===== config.mk =====
export PLATFORM = sky130hd
export DESIGN_NAME = fppio_top
export DESIGN_NICKNAME = d
export VERILOG_FILES = /design/src/rtl/fppio_pkg.sv /design/src/rtl/fppio_sync.sv /design/src/rtl/fppio_top.sv
export VERILOG_INCLUDE_DIRS = /design/src /design/src/rtl
export SDC_FILE = /design/constraint.sdc
export NUM_CORES = 1
export LEC_CHECK = 0
export BUFFER_PORTS_ARGS = -buffer_cell sky130_fd_sc_hd__buf_2
export CAP_MARGIN = 20
export CORE_UTILIZATION = 36
export DETAILED_ROUTE_END_ITERATION = 7
export GPL_TIMING_DRIVEN = 0
export RECOVER_POWER = 25
export SETUP_SLACK_MARGIN = 0.3
export SYNTH_ARGS = -nofsm -noshare
export SYNTH_HDL_FRONTEND = slang
export SYNTH_SLANG_ARGS = --single-unit

===== constraint.sdc =====
create_clock -name core_clk -period 10.2 [get_ports core_clk]
set_input_delay 2.04 -clock core_clk [delete_from_list [all_inputs] [get_ports core_clk]]
set_output_delay 2.04 -clock core_clk [all_outputs]
set_load 0.005 [all_outputs]

===== src/rtl/fppio_regs.svh =====
// register map, reset values and pin constants of the four-port parallel io block
// Functional notes
// - 32 pins, four 8-bit ports, per-pin direction
// - data latches at indices 0-3 survive reset
// - direction A-D at indices 4-7, reset zero
// - port A latch bit per pin, direction-steered
// - converter-selected port A pin given to converter
// - unselected port A pins stay digital io
// - peripheral enables claim their port pins
// - open-drain pins only pull low
// - per-pin LED drive select on port A
// - direction one drives, zero leaves input
// - read gives latch if output, else pin
// - latch always writable, reaches pin when output
`ifndef FPPIO_REGS_SVH
`define FPPIO_REGS_SVH

`define FPPIO_IDX_LATCH_A   4'h0
`define FPPIO_IDX_LATCH_B   4'h1
`define FPPIO_IDX_LATCH_C   4'h2
`define FPPIO_IDX_LATCH_D   4'h3
`define FPPIO_IDX_DIR_A     4'h4
`define FPPIO_IDX_DIR_B     4'h5
`define FPPIO_IDX_DIR_C     4'h6
`define FPPIO_IDX_DIR_D     4'h7
`define FPPIO_IDX_LED       4'h8
`define FPPIO_IDX_LAST      4'h8

`define FPPIO_DIR_RESET     8'h00
`define FPPIO_LED_RESET     8'h00
`define FPPIO_OD_MASK       32'h00c0_0f00
`define FPPIO_ADC_PINS      5'h08

`endif


===== src/rtl/fppio_pkg.sv =====
// types of the four-port parallel io block
package fppio_pkg;

  typedef logic [3:0][7:0] fppio_port_t;

  typedef struct packed {
    fppio_port_t latch;
    fppio_port_t dir;
    logic [7:0]  led;
    logic [31:0] pad_out;
    logic [31:0] pad_oe;
    logic [7:0]  led_en;
    logic [31:0] prdata;
    logic        pready;
    logic        pslverr;
  } fppio_state_t;

endpackage : fppio_pkg


===== src/rtl/fppio_sync.sv =====
// two-flop synchroniser for the pin levels
module fppio_sync #(
  parameter int WIDTH = 32
) (
  input  wire logic             core_clk,
  input  wire logic             reset,
  input  wire logic [WIDTH-1:0] async_in,
  output logic      [WIDTH-1:0] sync_out
);

  logic [WIDTH-1:0] meta_q;

  // first stage feeds only the second
  always_ff @(posedge core_clk or posedge reset) begin
    if (reset) begin
      meta_q   <= '0;
      sync_out <= '0;
    end else begin
      meta_q   <= async_in;
      sync_out <= meta_q;
    end
  end

endmodule : fppio_sync


===== src/rtl/fppio_top.sv =====
// four-port parallel io block with apb register access
`include "fppio_regs.svh"

module fppio_top
  import fppio_pkg::*;
#(
  parameter int ADDR_W = 12
) (
  input  wire logic              core_clk,
  input  wire logic              reset,
  // apb slave
  input  wire logic              psel,
  input  wire logic              penable,
  input  wire logic              pwrite,
  input  wire logic [ADDR_W-1:0] paddr,
  input  wire logic [31:0]       pwdata,
  output logic      [31:0]       prdata,
  output logic                   pready,
  output logic                   pslverr,
  // pins, bit 8*port+n
  input  wire logic [31:0]       pad_in,
  output logic      [31:0]       pad_out,
  output logic      [31:0]       pad_oe,
  output logic      [7:0]        led_drive_en,
  output logic      [31:0]       pin_level,
  // peripheral enables
  input  wire logic [4:0]        converter_channel_select,
  input  wire logic              iic_module_enable,
  input  wire logic              serial_module_enable,
  input  wire logic              spi_module_enable,
  input  wire logic              ir_serial_module_enable,
  input  wire logic [3:0][1:0]   timer_edge_level_select,
  input  wire logic [7:0]        keyboard_pin_enable,
  // peripheral drive of claimed pins
  input  wire logic [31:0]       periph_out,
  input  wire logic [31:0]       periph_oe
);

  ////////////////////////////////////////////////////////////////////////////
  // declarations

  fppio_state_t     s_q;
  fppio_state_t     s_d;
  logic [31:0]      pin_sync;
  logic [3:0]       reg_idx;
  logic             addr_ok;
  logic             setup_ph;
  logic             access_ph;
  logic [31:0]      claim;
  logic [31:0]      analog;
  logic [31:0]      drive_val;
  logic [31:0]      drive_en;

  ////////////////////////////////////////////////////////////////////////////
  // pin synchroniser

  fppio_sync #(
    .WIDTH    (32)
  ) u_sync (
    .core_clk (core_clk),
    .reset    (reset),
    .async_in (pad_in),
    .sync_out (pin_sync)
  );

  ////////////////////////////////////////////////////////////////////////////
  // helper functions

  // pins owned by on-chip peripherals
  function automatic logic [31:0] claim_mask(
    input logic            iic_en,
    input logic            sci_en,
    input logic            spi_en,
    input logic            irsci_en,
    input logic [3:0][1:0] tim_els,
    input logic [7:0]      kbd_en
  );
    logic [31:0] m;
    m = '0;
    m[9:8]   = {2{iic_en}};
    m[11:10] = {2{sci_en}};
    for (int i = 0; i < 4; i++) begin
      m[12+i] = |tim_els[i];
    end
    m[21:18] = {4{spi_en}};
    m[23:22] = {2{irsci_en}};
    m[31:24] = kbd_en;
    return m;
  endfunction : claim_mask

  // port A pin handed to the converter
  function automatic logic [31:0] analog_mask(
    input logic [4:0] chan
  );
    logic [31:0] m;
    m = '0;
    if (chan < `FPPIO_ADC_PINS) begin
      m[chan[2:0]] = 1'b1;
    end
    return m;                              // other pins stay digital
  endfunction : analog_mask

  // data read: latch for outputs, pin for inputs
  function automatic logic [7:0] port_read(
    input logic [7:0] latch,
    input logic [7:0] dir,
    input logic [7:0] pin
  );
    return (latch & dir) | (pin & ~dir);
  endfunction : port_read

  ////////////////////////////////////////////////////////////////////////////
  // bus decode

  assign setup_ph  = psel && !penable;
  assign access_ph = psel && penable && s_q.pready;
  assign reg_idx   = paddr[5:2];
  assign addr_ok   = (paddr[1:0] == 2'h0)
                  && (paddr[ADDR_W-1:6] == '0)
                  && (reg_idx <= `FPPIO_IDX_LAST);

  ////////////////////////////////////////////////////////////////////////////
  // pin ownership and drive

  assign claim = claim_mask(iic_module_enable,
                            serial_module_enable,
                            spi_module_enable,
                            ir_serial_module_enable,
                            timer_edge_level_select,
                            keyboard_pin_enable);

  assign analog = analog_mask(converter_channel_select);

  always_comb begin
    for (int b = 0; b < 32; b++) begin
      if (analog[b]) begin
        drive_val[b] = 1'b0;
        drive_en[b]  = 1'b0;
      end else if (claim[b]) begin
        drive_val[b] = periph_out[b];
        drive_en[b]  = periph_oe[b];
      end else begin
        drive_val[b] = s_q.latch[b/8][b%8];
        drive_en[b]  = s_q.dir[b/8][b%8];
      end
    end
  end

  ////////////////////////////////////////////////////////////////////////////
  // next state

  always_comb begin
    s_d = s_q;

    // pins: open-drain bits only pull low
    s_d.pad_out = drive_val & ~`FPPIO_OD_MASK;
    s_d.pad_oe  = (drive_en & ~`FPPIO_OD_MASK)
                | (drive_en & ~drive_val & `FPPIO_OD_MASK);

    // led drive only on port A outputs
    s_d.led_en = s_q.led & s_q.dir[0] & ~analog[7:0];

    // answer phase, registered in the setup cycle
    s_d.pready  = 1'b0;
    s_d.pslverr = 1'b0;
    if (setup_ph) begin
      s_d.pready  = 1'b1;
      s_d.pslverr = !addr_ok;
      s_d.prdata  = '0;
      if (addr_ok && !pwrite) begin
        unique case (reg_idx)
          `FPPIO_IDX_LATCH_A,
          `FPPIO_IDX_LATCH_B,
          `FPPIO_IDX_LATCH_C,
          `FPPIO_IDX_LATCH_D: begin
            s_d.prdata[7:0] = port_read(s_q.latch[reg_idx[1:0]],
                                        s_q.dir[reg_idx[1:0]],
                                        pin_sync[reg_idx[1:0]*8 +: 8]);
          end
          `FPPIO_IDX_DIR_A,
          `FPPIO_IDX_DIR_B,
          `FPPIO_IDX_DIR_C,
          `FPPIO_IDX_DIR_D: begin
            s_d.prdata[7:0] = s_q.dir[reg_idx[1:0]];
          end
          default: begin
            s_d.prdata[7:0] = s_q.led;
          end
        endcase
      end
    end

    // writes take effect at the access edge
    if (access_ph && pwrite && addr_ok) begin
      unique case (reg_idx)
        `FPPIO_IDX_LATCH_A,
        `FPPIO_IDX_LATCH_B,
        `FPPIO_IDX_LATCH_C,
        `FPPIO_IDX_LATCH_D: begin
          s_d.latch[reg_idx[1:0]] = pwdata[7:0];
        end
        `FPPIO_IDX_DIR_A,
        `FPPIO_IDX_DIR_B,
        `FPPIO_IDX_DIR_C,
        `FPPIO_IDX_DIR_D: begin
          s_d.dir[reg_idx[1:0]] = pwdata[7:0];
        end
        default: begin
          s_d.led = pwdata[7:0];
        end
      endcase
    end
  end

  ////////////////////////////////////////////////////////////////////////////
  // state register; data latches have no reset

  always_ff @(posedge core_clk or posedge reset) begin
    if (reset) begin
      // latch left out: kept through reset
      s_q.dir     <= {4{`FPPIO_DIR_RESET}};
      s_q.led     <= `FPPIO_LED_RESET;
      s_q.pad_out <= '0;
      s_q.pad_oe  <= '0;
      s_q.led_en  <= '0;
      s_q.prdata  <= '0;
      s_q.pready  <= 1'b0;
      s_q.pslverr <= 1'b0;
    end else begin
      s_q.latch   <= s_d.latch;
      s_q.dir     <= s_d.dir;
      s_q.led     <= s_d.led;
      s_q.pad_out <= s_d.pad_out;
      s_q.pad_oe  <= s_d.pad_oe;
      s_q.led_en  <= s_d.led_en;
      s_q.prdata  <= s_d.prdata;
      s_q.pready  <= s_d.pready;
      s_q.pslverr <= s_d.pslverr;
    end
  end

  ////////////////////////////////////////////////////////////////////////////
  // outputs

  assign prdata       = s_q.prdata;
  assign pready       = s_q.pready;
  assign pslverr      = s_q.pslverr;
  assign pad_out      = s_q.pad_out;
  assign pad_oe       = s_q.pad_oe;
  assign led_drive_en = s_q.led_en;
  assign pin_level    = pin_sync;

endmodule : fppio_top


### After elaboration in Yosys (flattened, before gate mapping)

Index checks and enable logic that the tools add are counted.

* register bits: 212
* bits of input ports: 170
* output and inout port bits: 138
* logic and storage cells: 191

* order comparisons: 6
* equality and inequality tests: 7
* shift-type cells: 1
* mux-type cells: 122
* bitwise logic cells: 12
* reduce and logical (&&, ||, !) cells: 26

Operators with widths (number)
* $mux 1: 109
* $bwmux 32: 2
* $mux 8: 5
* $and 8x8->8: 4
* $bmux 8 s2: 2
* $or 32x24->32: 1
* $shiftx 32x6->8: 1
* $and 24x24->24: 1
* $not 24->24: 1
* $demux 8 s2: 1
* $eq 4x3->1 const B: 4
* $not 8->8: 2
* $pmux 8 s2: 1
* $logic_and 1x1->1: 10
* $eq 4x2->1 const B: 2
* $or 8x8->8: 1
* $reduce_or 2->1: 4
* $reduce_or 4->1: 2
* $reduce_or 8->1: 1
* $logic_not 6->1: 1
* $lt 3x6->1 const B: 1
* $lt 5x4->1 const B: 1
* $eq 4x1->1 const B: 1
* $le 4x4->1 const B: 1
* 11 further kinds: 15

### Longest topological paths before layout

* depth in word-level cells: 9
* gate-level depth with buffers: 7
* gate-level depth less buffers: 4

### By module

A second synthesis with hierarchy kept.

* cells, all modules: 575
* area total of the unflattened synthesis: 8560.7 sq um

By module, submodules not included
* fppio_top: instances 1, cells an instance 510, area each 6955.4 sq um, seq. area each 3863.7 sq um
* fppio_sync: instances 1, cells an instance 65, area each 1605.3 sq um, seq. area each 1601.5 sq um

### Least setup slack after synthesis

OpenSTA, ideal clock, no wires.

* kind: input-to-reg
* start point: input port paddr[2]
* end point: register s_q[146] (netlist bit) (enable)
* setup time: 0.383 ns
* arrival: 3.267 ns
* required time: 9.817 ns
* setup slack: 6.550 ns
* stages on the path: 4
* path buffers: 3
* cell sequence: clkbuf_4 > buf_4 > buf_2 > nor3_1

* longest elaborated chain between the ends: 4
* elaborated cells between the ends (all ways): 9
* classes of those cells: order compare (1); eq/ne (3); reduce/logical (5)

RTL lines
* from (decl): RTL line fppio_top.sv:15 `input wire logic [ADDR_W-1:0] paddr,`
* $le 4x4->1 (no source line)
* $logic_and 1x1->1: RTL line fppio_top.sv:118 `assign addr_ok = (paddr[1:0] == 2'h0)`
* $logic_and 1x1->1: RTL line fppio_top.sv:194 `if (access_ph && pwrite && addr_ok) begin`
* $reduce_and 3->1 (no source line) *
* to (decl): RTL line fppio_top.sv:42 `fppio_state_t s_q;`

Every way passes the cells marked *; elsewhere a longest branch is shown, timed or not.
A chain may end at the register's enable or synchronous reset.

==> summary.md <==
| Metric | Value |
|---|---|
| Dpl hpwl | `15.52 mm` |
| Total Wirelength | `about 22 mm` |
| I/O Buffers | `roughly 230` |
| Setup TNS Final | `0 ps` |
| Max Freq | `255.3 MHz` |
| Clk pwr share | `between 40 and 50%` |
| Hold_buf cts | `0` |
| Clock slew at reported path FFs | `60 ps` |
| Final Skew | `about 26 ps` |
| Final worst path period share | `~38%` |
| Skew-Pair Late Insertion Delay | `between 500 and 600 ps` |
| Asr flop ratio synth | `a little over four fifths` |
| GRT Total Usage | `17.93%` |
| Post-Synthesis Cells | `575` |
| P per Cell Area | `around 170 mW/mm²` |
| ANT nets after route | `0` |
| Final #Nets | `1035` |
| Crit path kind | `in -> async` |
| #FFs+latches synth | `about 210` |
| Syn_area_per_cell | `between 10 and 15 µm²` |
| Vias | `about 5300` |
| Crit-path cells | `clkbuf_1 -> clkinvlp_2` |
| Share of cells above drive strength 1 | `about half` |
| Multi-input logic area | `between 0.002 and 0.0025 mm²` |
| CTS resizes | `0` |
| Period minus WS final | `about 3900 ps` |
| Xor and xnor fraction of the mapped netlist area | `0%` |
| Drt pass-1 iters | `4` |
| P_leak | `roughly 5.5 nW` |
| Max-slew violation count | `67` |
| Die footprint | `0.02430 mm²` |
| Slew HR | `-116.0%` |
| Total gr overflow | `0` |
| Synth Area in Compound Gates | `3.228%` |
| Clock sink count | `approximately 210` |
| Endpoints failing hold | `0` |
| Initial Utilization | `37.21%` |
| H-tree depth | `1` |
| Sw frac | `around 22%` |
| CP startpoint kind | `input port` |
| NetSw | `between 0.4 and 0.5 mW` |
| Internal Pwr Total | `roughly 1.4 mW` |
| CP Max Fanout | `67` |
| Largest family of logic cells by synthesized area | `multiplexers` |
| VDD IR max | `between 0.1 and 0.15 mV` |
| DRT iter0 DRCs | `294` |
| CP max-delay cell | `clkinvlp_2` |
| Largest net degree at the start of global routing | `around 120` |
| Setup Fix Bufs, Post-CTS | `0` |
| Die Ht | `roughly 160 µm` |
| Comb power frac | `under 10%` |
| Worst-Margin Slew | `around 3200 ps` |
| Hold Crit Class | `reg -> reg` |
| WP buf/inv | `2` |
| Post-synthesis mux area share | `16.67%` |
| Primary FF master, synth | `dfrtp_1` |
| Synth unique cells | `40` |
| I/O Pins | `approximately 310` |
| Routability cong. | `~0.72` |
| RSZ-0062 raised after global routing | `false` |
| Maximum clock path buffer count | `3` |
| Slowest stage delay, CP | `roughly 1800 ps` |
| Row cnt | `55` |
| Failing checks | `capacitance limit, slew limit` |
| Initial antenna violation count | `1` |
| Fill count | `between 2000 and 2500` |
| Die outline width | `around 160 µm` |
| Crit path max-delay family | `buffers and inverters` |
| Status | `finished, violations left` |
| Clock Tree Root | `clkbuf_16` |
| Final setup vio count | `0` |
| TritonCTS Buffers | `24` |
| Critical Path RT | `slightly above 10000 ps` |
| First-pass GRT wire length | `approximately 32 mm` |
| Routed len/inst | `between 15 and 20 µm` |
| Core area | `between 0.02 and 0.025 mm²` |
| Number of global-route vias before repair | `approximately 5400` |
| Yosys warning total | `0` |
| Netlist area before placement | `0.008527 mm²` |
| Max_cap viols | `1` |
| Ant diodes | `0` |
| Setup crit end kind | `asynchronous set/reset pin` |
| CTS tree | `yes` |
| Layout area overhead | `28.98%` |
| Simple-gate share of the synthesized area | `under 10%` |
| Reg area | `between 0.005 and 0.006 mm²` |
| Post-synth EDFFs | `32` |
| Flop pwr share | `between 40% and 50%` |
| Sequential share of the synthesized area | `64.09%` |
| Via density | `roughly 4.4` |
| Hold_ws | `346.2 ps` |
| Post-Synth Adder-Cell Area | `0%` |
| WP data arrival | `about 4000 ps` |
| # DRC | `0` |
stage by stage:
| stage | utilization, % | worst slack [ps] | std cells | power [mW] | cell area (µm²) |
|---|---|---|---|---|---|
| floorplan | - | 3273 | 604 | 0.9698 | 8636 |
| global placement | 44.44 | 1096 | 1148 | 1.033 | 10180 |
| detailed placement | 44.76 | 5834 | 1152 | 1.035 | 10260 |
| CTS | 48.09 | 6375 | 1194 | 1.864 | 11020 |
| global route | 47.99 | 5764 | 1194 | 1.912 | 11000 |
| finish | 47.99 | 6283 | 1194 | 1.842 | 11000 |
power groups by stage:
stage	registers [mW]	clock network (mW)	logic, mW
final	0.888	0.825	0.129
after global routing	0.890	0.878	0.144
after CTS	0.888	0.844	0.133
after detailed placement	0.903	0	0.132
after global placement	0.903	0	0.130
after floorplan	0.903	0	0.0671
final timing paths:
check	startpoint	endpoint	slack [ps]	depth (start not counted)
max	reset	pad_out[2]$_DFF_PP0_	6280	2
min	u_sync.meta_q[15]$_DFF_PP0_	u_sync.sync_out[15]$_DFF_PP0_	350	0
max reg2reg	pready$_DFF_PP0_	s_q[172]$_DFFE_PP_	7950	4
min reg2reg	u_sync.meta_q[15]$_DFF_PP0_	u_sync.sync_out[15]$_DFF_PP0_	350	0
max in group core_clk	paddr[3]	s_q[172]$_DFFE_PP_	6410	5
min in group asynchronous	reset	pslverr$_DFF_PP0_	2460	2
layer usage:
layer	track usage, %	up-vias	wire [µm]
met4	5.369	0	548
met2	29.38	228	10210
met1	23.43	2552	9124
met3	4.500	40	1646
met5	0	-	0
li1	-	2474	-
registers in the layout (all words and copies together), names as in the netlist:
signal and cells:
led_drive_en 8, pad_oe 32, pad_out 26, prdata 8, pready 1, pslverr 1, s_q 72, u_sync.meta_q 32
u_sync.sync_out 32
cell families after synthesis:
kind of cell | Yosys count
mux | 120
compound gates | 40
buf+inv | 126
other cells | 1
flops | 212
simple gates | 76
synth_stat cells, drive strengths merged, types with 3 or more instances:
master,number,share of area [%]
dfrtp,180,53
buf,114,9.8
mux2,72,9.9
mux2i,40,4.7
edfxtp,32,11
a22oi,16,1.4
and2,16,1.2
nand2,13,0.57
nor2,12,0.62
and3,8,0.59
inv,8,0.35
mux4,8,2.1
o21ai,8,0.47
o22ai,8,0.59
nor2b,6,0.44
o32ai,6,0.62
clkbuf,4,0.22
nand2b,4,0.29
nor3,3,0.18
final cells by class:
class / count / area share (%)
Multi-Input combinational cell: 266 / 20.80
Timing Repair Buffer: 235 / 10.92
Buffer: 118 / 7.804
Inverter: 8 / 0.2844
Clock inverter: 8 / 0.7622
Tap cell: 313 / 3.561
Clock buffer: 34 / 6.178
Sequential cell: 212 / 49.69
cell usage in the layout (no fill, tap or decap), drive strengths merged, types with 12 or more instances in the layout:
master and n:
a22oi 16, and2 16, buf 336, clkbuf 51, conb 30, dfrtp 180, edfxtp 32, mux2 72
mux2i 40, nand2 13, nor2 12
(Power assumes the default switching activity.)
